===== src/verilog/evrc_pkg.sv =====
// Constants and types for the external-transistor rail control block
package evrc_pkg;

  localparam int ADDR_W = 8;
  localparam int DATA_W = 8;

  localparam logic [ADDR_W-1:0] ADDR_CTRL   = 8'h00;
  localparam logic [ADDR_W-1:0] ADDR_HWCTRL = 8'h01;
  localparam logic [ADDR_W-1:0] ADDR_STAT   = 8'h02;

  // Control register fields
  localparam int CTRL_SA_ON   = 0;
  localparam int CTRL_LVL     = 1;
  localparam int CTRL_STPKEEP = 2;
  localparam int CTRL_UVKEEP  = 3;
  // Hardware control register field
  localparam int HW_LS        = 0;
  // Status register fields
  localparam int ST_RAIL_ON   = 0;
  localparam int ST_CFG_SA    = 1;
  localparam int ST_CFG_LS    = 2;
  localparam int ST_OC        = 3;
  localparam int ST_SPI_FAIL  = 4;
  localparam int ST_HP        = 5;
  localparam int ST_BAT_UV    = 6;
  localparam int ST_LOCK      = 7;

  localparam logic [DATA_W-1:0] DATA_ZERO = 8'h00;

  // Chip operating modes, one-hot
  typedef enum logic [5:0] {
    MODE_INIT     = 6'h01,
    MODE_NORMAL   = 6'h02,
    MODE_STOP     = 6'h04,
    MODE_SLEEP    = 6'h08,
    MODE_RESTART  = 6'h10,
    MODE_FAILSAFE = 6'h20
  } evrc_mode_t;

  typedef struct packed {
    logic uvKeep;
    logic stopKeep;
    logic levelSel;
    logic standaloneOn;
  } evrc_ctrl_t;

  localparam evrc_ctrl_t CTRL_RESET = '0;

  typedef struct packed {
    logic railOn;
    logic level3v3;
    logic hpStage;
    logic lpStage;
    logic ocLimit;
    logic uvShutdown;
  } evrc_rail_t;

  localparam evrc_rail_t RAIL_OFF = '0;

endpackage


===== src/verilog/evrc_ext_rail_ctrl.sv =====
// Configuration lock and per-mode control of the external-transistor rail
`timescale 1ns/1ps
module evrc_ext_rail_ctrl
  import evrc_pkg::*;
(
  input  wire logic              core_clk,
  input  wire logic              sys_rst,
  input  wire logic              pwrOnRst,
  input  wire logic [ADDR_W-1:0] regAddr,
  input  wire logic [DATA_W-1:0] regWrData,
  input  wire logic              regWr,
  input  wire logic              regRd,
  output logic      [DATA_W-1:0] regRdData,
  input  wire evrc_mode_t        sbcMode,
  input  wire logic              batUvPin,
  input  wire logic              baseCurHighPin,
  input  wire logic              shuntOcPin,
  output logic                   railEnable,
  output logic                   railLevel3v3,
  output logic                   hpStageEn,
  output logic                   lpStageEn,
  output logic                   ocLimitEn,
  output logic                   uvShutdownEn
);

  logic       anyRst;
  logic [2:0] pinSync;
  logic       batUv;
  logic       baseHigh;
  logic       shuntOc;

  assign anyRst = sys_rst | pwrOnRst;

  evrc_sync #(
    .WIDTH (3)
  ) u_sync (
    .core_clk (core_clk),
    .sys_rst  (anyRst),
    .asyncIn  ({shuntOcPin, baseCurHighPin, batUvPin}),
    .syncOut  (pinSync)
  );

  assign batUv    = pinSync[0];
  assign baseHigh = pinSync[1];
  assign shuntOc  = pinSync[2];

  // Bus decode
  logic wrCtrl;
  logic wrHw;
  logic wrStat;
  assign wrCtrl = regWr && (regAddr == ADDR_CTRL);
  assign wrHw   = regWr && (regAddr == ADDR_HWCTRL);
  assign wrStat = regWr && (regAddr == ADDR_STAT);

  // Configuration state, cleared only by power-on reset
  logic cfgSa_reg;
  logic cfgSa_next;
  logic cfgLs_reg;
  logic cfgLs_next;
  logic locked;

  assign locked = cfgSa_reg | cfgLs_reg;

  always_comb begin
    cfgSa_next = cfgSa_reg;
    cfgLs_next = cfgLs_reg;
    if (!locked) begin
      if (wrCtrl && regWrData[CTRL_SA_ON] && sbcMode == MODE_NORMAL) begin
        cfgSa_next = 1'b1;
      end else if (wrHw && regWrData[HW_LS]) begin
        cfgLs_next = 1'b1;
      end
    end
  end

  always_ff @(posedge core_clk) begin
    if (pwrOnRst) begin
      cfgSa_reg <= 1'b0;
      cfgLs_reg <= 1'b0;
    end else begin
      cfgSa_reg <= cfgSa_next;
      cfgLs_reg <= cfgLs_next;
    end
  end

  // Software control bits and flags, cleared by either reset
  evrc_ctrl_t ctrl_reg;
  evrc_ctrl_t ctrl_next;
  logic       lsBit_reg;
  logic       lsBit_next;
  logic       ocFlag_reg;
  logic       ocFlag_next;
  logic       spiFail_reg;
  logic       spiFail_next;
  logic       lsChangeTry;

  // Under locked sharing, a stand-alone request or clearing the share bit
  assign lsChangeTry = cfgLs_reg &&
                       ((wrCtrl && regWrData[CTRL_SA_ON]) ||
                        (wrHw && !regWrData[HW_LS]));

  always_comb begin
    ctrl_next    = ctrl_reg;
    lsBit_next   = lsBit_reg;
    ocFlag_next  = ocFlag_reg;
    spiFail_next = spiFail_reg;
    if (wrCtrl) begin
      ctrl_next.levelSel = regWrData[CTRL_LVL];
      ctrl_next.stopKeep = regWrData[CTRL_STPKEEP];
      ctrl_next.uvKeep   = regWrData[CTRL_UVKEEP];
      // Stand-alone bit only switches the rail in stand-alone or unlocked
      if (!cfgLs_reg && !cfgLs_next) begin
        ctrl_next.standaloneOn = regWrData[CTRL_SA_ON];
      end
    end
    if (wrHw && !cfgSa_reg && !cfgSa_next) begin
      lsBit_next = regWrData[HW_LS] | cfgLs_reg;
    end
    // Locked sharing restores the share bit after a soft reset
    if (cfgLs_reg) begin
      lsBit_next = 1'b1;
    end
    // Write one to clear; the flag is only cleared once the cause is gone
    if (wrStat && regWrData[ST_OC] && !shuntOc) begin
      ocFlag_next = 1'b0;
    end
    if (wrStat && regWrData[ST_SPI_FAIL]) begin
      spiFail_next = 1'b0;
    end
    if (cfgSa_reg && shuntOc) begin
      ocFlag_next = 1'b1;
    end
    if (lsChangeTry) begin
      spiFail_next = 1'b1;
    end
  end

  always_ff @(posedge core_clk) begin
    if (anyRst) begin
      ctrl_reg    <= CTRL_RESET;
      lsBit_reg   <= 1'b0;
      ocFlag_reg  <= 1'b0;
      spiFail_reg <= 1'b0;
    end else begin
      ctrl_reg    <= ctrl_next;
      lsBit_reg   <= lsBit_next;
      ocFlag_reg  <= ocFlag_next;
      spiFail_reg <= spiFail_next;
    end
  end

  // Rail demand: held value carries the Normal-mode setting into fixed modes
  logic heldOn_reg;
  logic heldOn_next;
  logic heldLvl_reg;
  logic heldLvl_next;
  logic modeOn;
  logic uvCut;

  always_comb begin
    heldOn_next  = heldOn_reg;
    heldLvl_next = heldLvl_reg;
    modeOn       = 1'b0;
    if (sbcMode == MODE_NORMAL) begin
      heldOn_next  = cfgSa_reg & ctrl_reg.standaloneOn;
      heldLvl_next = ctrl_reg.levelSel;
    end
    case (sbcMode)
      MODE_INIT: begin
        modeOn = 1'b0;
      end
      MODE_NORMAL: begin
        modeOn = cfgSa_reg ? ctrl_reg.standaloneOn : (cfgLs_reg & lsBit_reg);
      end
      MODE_STOP: begin
        modeOn = cfgSa_reg ? heldOn_reg : (cfgLs_reg & ctrl_reg.stopKeep);
      end
      MODE_SLEEP: begin
        modeOn = cfgSa_reg & heldOn_reg;
      end
      MODE_RESTART: begin
        modeOn = cfgSa_reg ? heldOn_reg : cfgLs_reg;
      end
      MODE_FAILSAFE: begin
        modeOn = 1'b0;
      end
      default: begin
        modeOn = 1'b0;
      end
    endcase
  end

  // Undervoltage cut applies in stand-alone only, restored automatically
  assign uvCut = cfgSa_reg && batUv && !ctrl_reg.uvKeep;

  always_ff @(posedge core_clk) begin
    if (anyRst) begin
      heldOn_reg  <= 1'b0;
      heldLvl_reg <= 1'b0;
    end else begin
      heldOn_reg  <= heldOn_next;
      heldLvl_reg <= heldLvl_next;
    end
  end

  // Output stage
  evrc_rail_t rail_reg;
  evrc_rail_t rail_next;
  logic       lvlSel;

  assign lvlSel = (sbcMode == MODE_NORMAL) ? ctrl_reg.levelSel : heldLvl_reg;

  always_comb begin
    rail_next            = RAIL_OFF;
    rail_next.railOn     = modeOn && !uvCut;
    rail_next.level3v3   = cfgSa_reg && lvlSel;
    rail_next.ocLimit    = cfgSa_reg;
    rail_next.uvShutdown = cfgSa_reg;
    if (rail_next.railOn) begin
      case (sbcMode)
        MODE_NORMAL: begin
          rail_next.hpStage = 1'b1;
          rail_next.lpStage = 1'b0;
        end
        MODE_STOP: begin
          rail_next.hpStage = baseHigh;
          rail_next.lpStage = 1'b1;
        end
        default: begin
          rail_next.hpStage = 1'b0;
          rail_next.lpStage = 1'b1;
        end
      endcase
    end
  end

  always_ff @(posedge core_clk) begin
    if (anyRst) begin
      rail_reg <= RAIL_OFF;
    end else begin
      rail_reg <= rail_next;
    end
  end

  assign railEnable   = rail_reg.railOn;
  assign railLevel3v3 = rail_reg.level3v3;
  assign hpStageEn    = rail_reg.hpStage;
  assign lpStageEn    = rail_reg.lpStage;
  assign ocLimitEn    = rail_reg.ocLimit;
  assign uvShutdownEn = rail_reg.uvShutdown;

  // Read data, valid the cycle after the strobe only
  logic [DATA_W-1:0] rdData_reg;
  logic [DATA_W-1:0] rdData_next;
  logic [DATA_W-1:0] statWord;

  always_comb begin
    statWord              = DATA_ZERO;
    statWord[ST_RAIL_ON]  = rail_reg.railOn;
    statWord[ST_CFG_SA]   = cfgSa_reg;
    statWord[ST_CFG_LS]   = cfgLs_reg;
    statWord[ST_OC]       = ocFlag_reg;
    statWord[ST_SPI_FAIL] = spiFail_reg;
    statWord[ST_HP]       = rail_reg.hpStage;
    statWord[ST_BAT_UV]   = batUv;
    statWord[ST_LOCK]     = locked;
    rdData_next           = DATA_ZERO;
    if (regRd) begin
      case (regAddr)
        ADDR_CTRL: begin
          rdData_next[CTRL_SA_ON]   = ctrl_reg.standaloneOn;
          rdData_next[CTRL_LVL]     = ctrl_reg.levelSel;
          rdData_next[CTRL_STPKEEP] = ctrl_reg.stopKeep;
          rdData_next[CTRL_UVKEEP]  = ctrl_reg.uvKeep;
        end
        ADDR_HWCTRL: begin
          rdData_next[HW_LS] = lsBit_reg;
        end
        ADDR_STAT: begin
          rdData_next = statWord;
        end
        default: begin
          rdData_next = DATA_ZERO;
        end
      endcase
    end
  end

  always_ff @(posedge core_clk) begin
    if (anyRst) begin
      rdData_reg <= DATA_ZERO;
    end else begin
      rdData_reg <= rdData_next;
    end
  end

  assign regRdData = rdData_reg;

  // Checks
  AST_SA_SELECT: assert property (
    @(posedge core_clk) disable iff (anyRst)
    (!locked && wrCtrl && regWrData[CTRL_SA_ON] && sbcMode == MODE_NORMAL)
      |=> cfgSa_reg && !cfgLs_reg)
    else $error("Stand-alone not selected after enable write in Normal");

  AST_LS_SELECT: assert property (
    @(posedge core_clk) disable iff (anyRst)
    (!locked && wrHw && regWrData[HW_LS] && !(wrCtrl))
      |=> cfgLs_reg)
    else $error("Load sharing not selected after share bit write");

  AST_LOCK_STABLE: assert property (
    @(posedge core_clk) disable iff (pwrOnRst)
    locked |=> $stable(cfgSa_reg) && $stable(cfgLs_reg))
    else $error("Locked configuration changed");

  AST_SOFT_RESET_KEEPS: assert property (
    @(posedge core_clk) disable iff (pwrOnRst)
    (sys_rst && locked) |=> locked)
    else $error("Soft reset cleared the configuration lock");

  AST_LEVEL: assert property (
    @(posedge core_clk) disable iff (anyRst)
    (cfgSa_reg && sbcMode == MODE_NORMAL && $stable(sbcMode))
      |=> railLevel3v3 == $past(ctrl_reg.levelSel))
    else $error("Output level does not follow select bit");

  AST_LS_LEVEL: assert property (
    @(posedge core_clk) disable iff (anyRst)
    cfgLs_reg |=> !railLevel3v3)
    else $error("Level select honoured under load sharing");

  AST_MODE_OFF: assert property (
    @(posedge core_clk) disable iff (anyRst)
    (sbcMode == MODE_INIT || sbcMode == MODE_FAILSAFE) |=> !railEnable)
    else $error("Rail on in Init or Fail-Safe");

  AST_LS_SLEEP: assert property (
    @(posedge core_clk) disable iff (anyRst)
    (cfgLs_reg && sbcMode == MODE_SLEEP) |=> !railEnable)
    else $error("Shared rail on in Sleep");

  AST_LS_STOP: assert property (
    @(posedge core_clk) disable iff (anyRst)
    (cfgLs_reg && sbcMode == MODE_STOP)
      |=> railEnable == $past(ctrl_reg.stopKeep) && lsBit_reg)
    else $error("Stop-mode load sharing wrong");

  AST_UV_CUT: assert property (
    @(posedge core_clk) disable iff (anyRst)
    (cfgSa_reg && batUv && !ctrl_reg.uvKeep) |=> !railEnable)
    else $error("Rail left on in undervoltage");

  AST_NORMAL_HP: assert property (
    @(posedge core_clk) disable iff (anyRst)
    (sbcMode == MODE_NORMAL && $stable(sbcMode)) ##1 railEnable
      |-> hpStageEn && !lpStageEn)
    else $error("Stage selection wrong in Normal");

  AST_STOP_HP: assert property (
    @(posedge core_clk) disable iff (anyRst)
    (sbcMode == MODE_STOP && rail_next.railOn) |=> hpStageEn == $past(baseHigh))
    else $error("High-power stage not following base current");

  AST_UV_ONLY_SA: assert property (
    @(posedge core_clk) disable iff (anyRst)
    (cfgLs_reg && sbcMode == MODE_NORMAL && lsBit_reg && $stable(sbcMode)) |=> railEnable)
    else $error("Undervoltage cut applied under load sharing");

  AST_OC_ONLY_SA: assert property (
    @(posedge core_clk) disable iff (anyRst)
    ocLimitEn |-> cfgSa_reg && !cfgLs_reg)
    else $error("Overcurrent limit enabled outside stand-alone");

  AST_LS_NO_OC: assert property (
    @(posedge core_clk) disable iff (anyRst)
    cfgLs_reg |-> !ocLimitEn && !ocFlag_reg)
    else $error("Overcurrent limit or flag active under load sharing");

  AST_OC_STICKY: assert property (
    @(posedge core_clk) disable iff (anyRst)
    (cfgSa_reg && shuntOc) |=> ocFlag_reg)
    else $error("Overcurrent flag not set");

  AST_SPI_FAIL: assert property (
    @(posedge core_clk) disable iff (anyRst)
    lsChangeTry |=> spiFail_reg && cfgLs_reg && !cfgSa_reg)
    else $error("Change attempt under locked sharing not flagged");

  AST_POR_CLEAR: assert property (
    @(posedge core_clk)
    pwrOnRst |=> !locked && !railEnable)
    else $error("Power-on reset left configuration or rail");

endmodule // evrc_ext_rail_ctrl


===== src/verilog/evrc_sync.sv =====
// Two-flop synchroniser for asynchronous pin inputs
`timescale 1ns/1ps
module evrc_sync #(
  parameter int WIDTH = 3
) (
  input  wire logic             core_clk,
  input  wire logic             sys_rst,
  input  wire logic [WIDTH-1:0] asyncIn,
  output logic      [WIDTH-1:0] syncOut
);

  logic [WIDTH-1:0] meta_reg;

  genvar i;
  generate
    for (i = 0; i < WIDTH; i++) begin : g_bit
      always_ff @(posedge core_clk) begin
        if (sys_rst) begin
          meta_reg[i] <= 1'b0;
          syncOut[i]  <= 1'b0;
        end else begin
          meta_reg[i] <= asyncIn[i];
          syncOut[i]  <= meta_reg[i];
        end
      end
    end
  endgenerate

endmodule // evrc_sync

===== config.mk =====
export PLATFORM = sky130hd
export DESIGN_NAME = evrc_ext_rail_ctrl
export DESIGN_NICKNAME = d
export VERILOG_FILES = /design/src/verilog/evrc_pkg.sv /design/src/verilog/evrc_ext_rail_ctrl.sv /design/src/verilog/evrc_sync.sv
export SDC_FILE = /design/constraint.sdc
export NUM_CORES = 1
export LEC_CHECK = 0
export BUFFER_PORTS_ARGS = -buffer_cell sky130_fd_sc_hd__buf_2
export CORE_UTILIZATION = 45
export DETAILED_ROUTE_END_ITERATION = 16
export PLACE_DENSITY = 0.75
export SETUP_SLACK_MARGIN = 0.3
export SLEW_MARGIN = 20
export SYNTH_ARGS = -nofsm -noshare
export SYNTH_HDL_FRONTEND = slang
export SYNTH_SLANG_ARGS = --single-unit

===== constraint.sdc =====
create_clock -name core_clk -period 3.85 [get_ports core_clk]
set_clock_uncertainty 0.2 [all_clocks]
set_input_delay 0.1925 -clock core_clk [delete_from_list [all_inputs] [get_ports core_clk]]
set_output_delay 0.1925 -clock core_clk [all_outputs]
set_load 0.01 [all_outputs]

* Yosys cells after proc, flatten, opt, wreduce, memory -nomap -nowiden *
Index checks and enable logic that the tools add are counted.

storage, ports and cells
  register bits = 30
  input port bits = 30
  output and inout port bits = 14
  logic and storage cells = 95

operators by class
  eq/ne operators = 6
  mux-type cells = 19
  bitwise logic cells = 10
  reduce and logical (&&, ||, !) cells = 36

operator list
  kind                                                             count
  1-bit logical AND                                                19
  1-bit two-way mux                                                15
  8-bit by 1-bit == test with 1-bit output, second input constant  1
  8-bit by 2-bit == test with 1-bit output, second input constant  1
  1-bit zero test                                                  8
  8-bit zero test                                                  1
  6-bit by 2-bit == test with 1-bit output, second input constant  1
  6-bit by 3-bit == test with 1-bit output, second input constant  1
  6-bit by 4-bit == test with 1-bit output, second input constant  1
  6-bit by 5-bit == test with 1-bit output, second input constant  1
  3-bit case mux with 2 select lines                               1
  2-bit nonzero test                                               3
  1-bit bitwise AND                                                4
  1-bit case mux with 4 select lines                               1
  2-bit case mux with 2 select lines                               1
  2-bit OR reduction                                               2
  1-bit inverter                                                   3
  1-bit OR                                                         3
  1-bit case mux with 3 select lines                               1
  3-bit OR reduction                                               1
  2-bit AND reduction                                              1
  1-bit logical OR                                                 1

* Longest topological paths before layout *
  depth in word-level cells = 10
  depth in mapped cells = 5

* Hierarchy *
Synthesis repeated with hierarchy kept, for this count alone.

unflattened totals
  cell total of the unflattened synthesis = 130
  area, all modules = 1236.2 um^2

by module, submodules not included
  module              times used  cells an instance  area an instance (um^2)  sequential area each (um^2)
  evrc_ext_rail_ctrl  1           118                1078.5                   480.5
  evrc_sync           1           12                 157.7                    120.1

* Worst setup path after synthesis *
OpenSTA, ideal clock, no wires.

  path type = input to register
  from = input port regAddr[3]
  to = register ctrl_reg[0] (netlist bit)
  library setup time = 0.072 ns
  arrival = 1.549 ns
  data required time = 3.578 ns
  setup slack = 2.030 ns
  stages on the path = 4
  buffers on the path = 0
  path through = or4_4 > or4_4 > nor3_2 > mux2i_1

between the ends
  cells in the longest elaborated chain, start to end = 9

ends and longest elaborated chain
  what                                                                                line                                                RTL
  start, declared                                                                     evrc_ext_rail_ctrl.sv:9                             input wire logic [ADDR_W-1:0] regAddr,
  8-bit by 1-bit == test with 1-bit output / 8-bit zero test (equally long branches)  evrc_ext_rail_ctrl.sv:52, evrc_ext_rail_ctrl.sv:51
  1-bit logical AND, on equally long branches                                         evrc_ext_rail_ctrl.sv:52, evrc_ext_rail_ctrl.sv:51
  1-bit logical AND, on equally long branches                                         evrc_ext_rail_ctrl.sv:70, evrc_ext_rail_ctrl.sv:68
  1-bit two-way mux / 1-bit logical AND (equally long branches)                       evrc_ext_rail_ctrl.sv:70, evrc_ext_rail_ctrl.sv:68
  1-bit two-way mux                                                                   evrc_ext_rail_ctrl.sv:68                            if (wrCtrl && regWrData[CTRL_SA_ON] && sbcMode == MODE_NORMAL) begin
  1-bit two-way mux                                                                   evrc_ext_rail_ctrl.sv:67                            if (!locked) begin
  1-bit zero test                                                                     evrc_ext_rail_ctrl.sv:112                           if (!cfgLs_reg && !cfgLs_next) begin
  1-bit logical AND                                                                   evrc_ext_rail_ctrl.sv:112
  2-bit AND reduction (no line) *                                                     -
  end signal, assigned                                                                evrc_ext_rail_ctrl.sv:145                           ctrl_reg <= ctrl_next;
  end, declared                                                                       evrc_ext_rail_ctrl.sv:87                            evrc_ctrl_t ctrl_reg;

Every way passes the cells marked *; elsewhere a longest branch is shown, timed or not.
A chain may end at the register's enable or synchronous reset.

* Worst setup path after layout *
  from = input port sbcMode[4]
  to = register rail_reg (netlist bit hpStageEn)

between the ends
  cells in the longest elaborated chain, start to end = 5

ends and longest elaborated chain
  what                                                              line                       RTL
  start, declared                                                   evrc_ext_rail_ctrl.sv:14   input wire evrc_mode_t sbcMode,
  6-bit by 5-bit == test with 1-bit output (tied with other cells)  evrc_ext_rail_ctrl.sv:168  case (sbcMode)
  1-bit case mux with 4 select lines                                evrc_ext_rail_ctrl.sv:168
  1-bit logical AND                                                 evrc_ext_rail_ctrl.sv:215  rail_next.railOn = modeOn && !uvCut;
  1-bit inverter (no line)                                          -
  2-bit OR reduction (no line)                                      -
  end signal, assigned                                              evrc_ext_rail_ctrl.sv:241  rail_reg <= rail_next;
  end, declared                                                     evrc_ext_rail_ctrl.sv:207  evrc_rail_t rail_reg;

Several ways; a longest one is shown, not always the timed one.

==> summary.md <==
The post-cts sizing count came out at 0. For flop-to-flop paths, the worst setup slack is 2.18 ns. The routed layout has 1126 vias. For this run, asynchronously set or reset flops after synthesis account for 0%. The tools report the data arrival time at the worst-slack endpoint as 1.92 ns. The run gives 19.8% as the aggregate global-route resource usage. The HPWL after detailed placement is 1840 um. Entering global routing, the biggest net connects 21 pins. Ranked by instance count, the synthesized netlist is headed by sky130_fd_sc_hd__dfxtp_1, sky130_fd_sc_hd__nand2_1, sky130_fd_sc_hd__mux2i_1. The post-detailed-routing wire length was 2560 um.

The tools report the last element of the critical path as hpStageEn. For this run, the leading register cell type out of synthesis is sky130_fd_sc_hd__dfxtp_1. The clock network latency to the later pin of the worst-skew pair is 0.32 ns.

Cell with the biggest individual delay on the critical path: sky130_fd_sc_hd__dlygate4sd3_1. Combinational family with the most area after synthesis: simple AND/OR/NAND/NOR gates. The floorplan has 18 rows. The largest driver fanout on the critical path was 3; the worst stage delay on the critical path was 0.53 ns.

The portion of total power attributed to the clock network is 39.7%. The worst setup path is of the in -> reg kind. The signal on the critical path passes through dlygate4sd3_1 > buf_2 > a2111oi_0 > o211ai_1 > a211o_1 > a21oi_1.

The tools report the overall overflow remaining after global route as 0. Startpoint of the most critical setup path: sbcMode[4]. Setup repair after global routing left no endpoint under its margin. TritonCTS built the clock tree. The CTS clock-pin slew for the worst setup and hold paths is 0.09 ns.

The tools report the endpoint class of the critical path as a register. In this run the post-CTS setup repair buffer count came out at 0. Relative to the synthesized area, the layout overhead comes to 34.7%. The logs give 52.5% for the part of the total power dissipated in sequential elements and 2500 sq um for the core area. The run gives 1.86 ns as the worst slack at placement. The final number of hold-violating endpoints was 0. The final critical delay including setup and external delays is 1.87 ns. The tools report the sequential share of the synthesized area as 49.9%. Depth of the worst register-to-register path: 4.

The cell sitting at the root of the clock tree is a sky130_fd_sc_hd__clkbuf_4. IR analysis of the VDD net gives a maximum drop of 0.289 mV. For the final routed database, the setup TNS stands at 0 ns. The share of synthesized area in the top cell type comes to 49.9%. The headroom to the max-slew limit was 65.9%. The count of state elements after synthesis is 30. The synthesized netlist occupies a cell area of 1200 sq um. The area fraction in compound gates after synthesis came out at 10.7%.

The tools report the maximum buffer depth of the clock tree as 2. For the met2 capacity usage during global routing, the log shows 34.0%. By area the synthesized netlist is led by sky130_fd_sc_hd__dfxtp_1, sky130_fd_sc_hd__mux2i_1, sky130_fd_sc_hd__nand2_1, sky130_fd_sc_hd__and2_1, sky130_fd_sc_hd__nand3_1. For this run, the detailed router's first-pass iteration total came to 4.

The logs give 0 for the total DRC errors in the routed layout and 2 for the count of H-tree levels built during CTS. Summed over all instances, the cell type with the most area after synthesis is sky130_fd_sc_hd__dfxtp_1. The area of the die came out at 2880 sq um.

The number of buffer cells added on primary ports was 40; the net switching power of the design was 0.124 mW. Once the floorplan was initialized, standard cells occupied 48.1% of the core. The mean instance size in the synthesized netlist is 9.47 sq um. After Yosys synthesis, and, or, nand and nor cells account for 26.5% of the synthesized area. The tools report the initial antenna violation count as 0. Hold is met by 0.0259 ns. In this run the worst hold path is classified as in -> reg. Broken down by cell family, the worst path's largest delay share belongs to compound AO/OA/AOI/OAI gates. Setup violations remaining at the end of the flow were counted as 0. In the final layout, the share of cells above drive strength 1 is 30.8%.

The total nets after synthesis was 157; the adder and majority cell fraction of the synthesized area was 0%. 44 I/O pins were placed. Once placement finished, the instance area stood at 1420 sq um. The first global-routing pass estimated 3990 um of wire. For this design, the sink count on the clock tree is 30. In this run the vertical extent of the chip is 53.7 um. The run finished with clean final reports. The global routing stage identified its most utilized layer as met2.

The analysis attributes to cell leakage a power of 0.726 nW. The instance count on the critical path is 6. Yosys printed 0 warnings.

The worst register-to-register path begins at cfgSa_reg. The run gives 5 as the number of buffers created by CTS. Routability-driven placement finished with a final weighted congestion of 0.841.

Net total in the final layout: 211. The finished cells cover 1620 sq um. At the worst endpoint, the required time is 3.90 ns. The residual antenna-violating net count after detailed routing came out at 0. In this run, distinct cell masters in the synthesized netlist total 37.

Timing would allow up to 0.536 GHz. Measured against the total synthesized area, the mux share comes to 9.26%. The internal portion of total power was 0.471 mW.

The capture instance of the worst register-to-register path is hpStageEn. Critical path buffer and inverter count: 2. Dividing total power by cell area gives a power density of 367 nW/um^2.

The switching part of the total is 20.8%. After detailed routing, the number of vias per cell comes to 5.31. Counting every instance in the synthesized netlist gives 127.

The flip-flop count of the largest register after layout was 8. The worst setup path is launched from an input port. Global routing consumed, on the met3 layer, 8.76% of the routing resources. The die is 53.7 um wide. Counting flops with a built-in enable in the synthesized netlist gives 0.

The tools report the count of maximum capacitance violations as 0. By instance count, the leading cell after synthesis is sky130_fd_sc_hd__dfxtp_1. The repair_antennas step left the layout with diodes totalling 0. The run gives 971 as the number of global-route vias before repair.

Setup slack closes at 1.98 ns. After the first detailed-routing iteration, the DRC count stood at 24. In the final routed layout, each cell accounts on average for 12.1 um. The relative contribution of combinational cells to total power was 7.7%; the count of pins over their slew limit was 0.

For met1 alone, demand over resource in global routing was 21.4%. The final worst-path cycle share is 48.4%, and the slew at the pin with the worst max-slew slack is 0.507 ns. The post-synthesis share of cell area spent on xor and xnor gates came out at 0.728%.
-- stage by stage --
step	utilization, %	power, mW	std cells
2_1_floorplan	-	0.335	127
3_3_place_gp	56.9	0.355	192
3_5_place_dp	56.9	0.356	192
4_1_cts	64.8	0.601	212
5_1_grt	64.8	0.622	212
6_report	64.8	0.595	212
-- per-layer routing --
| layer | vias up | wire (um) |
|---|---|---|
| met4 | 0 | 19 |
| met2 | 43 | 1280 |
| met5 | - | 0 |
| met1 | 523 | 1110 |
| met3 | 3 | 158 |
| li1 | 557 | - |
-- power groups by stage --
stage               logic, mW  registers [mW]  clock network [mW]
detailed placement     0.0364           0.320                   0
CTS                    0.0453           0.312               0.244
global route           0.0499           0.313               0.259
global placement       0.0351           0.320                   0
floorplan              0.0157           0.319                   0
finish                 0.0459           0.312               0.236
-- cells by family after synthesis --
family	after synthesis
buffers and inverters	8
DFF	30
and+or+nand+nor	58
muxes	11
AOI/OAI and AO/OA	19
xor gates and xnor gates	1
-- what timing repair did --
| item | CTS | global route |
|---|---|---|
| hold buffers | 12 | 0 |
| endpoints found under the hold margin | 16 | 0 |
| endpoints found under the setup margin | 0 | 0 |
-- worst min path at each step --
stage | from | to | slack (ns) | cells past startpoint
2_1_floorplan | pwrOnRst | cfgLs_reg | 0.06 | 1
6_report | regAddr[6] | regRdData[0] | 0.03 | 3
4_1_cts | regAddr[6] | regRdData[0] | 0.01 | 3
5_1_grt | regAddr[1] | regRdData[7] | 0.02 | 2
3_5_place_dp | baseCurHighPin | u_sync.meta_reg[1] | 0.20 | 2
3_3_place_gp | batUvPin | u_sync.meta_reg[0] | 0.19 | 2
-- tightest hold or removal path: cells and delay by family --
family / cells / cell delay [ns]
AND/OR/NAND/NOR: 2 / 0.21
buffers and inverters: 1 / 0.11
-- layout make-up --
cell class	count	area, sq um
repair buffers	53	328
inverters	2	7.51
clock buffers	5	37.5
flip-flops and latches	30	601
multi-input cells	89	568
clock inverters	3	40.0
well taps	30	37.5
fillers	212	881
-- layout by cell type, fill, tap and decap left out, types with 5 or more instances in the layout --
cell type and n:
sky130_fd_sc_hd__a21oi_1 5, sky130_fd_sc_hd__and2_1 7, sky130_fd_sc_hd__and3_1 5, sky130_fd_sc_hd__buf_2 40
sky130_fd_sc_hd__clkbuf_4 5, sky130_fd_sc_hd__dfxtp_1 30, sky130_fd_sc_hd__dlygate4sd3_1 12, sky130_fd_sc_hd__mux2i_1 10
sky130_fd_sc_hd__nand2_1 14, sky130_fd_sc_hd__nand3_1 7, sky130_fd_sc_hd__nor2_1 9
Power figures use the tool's default switching activity.
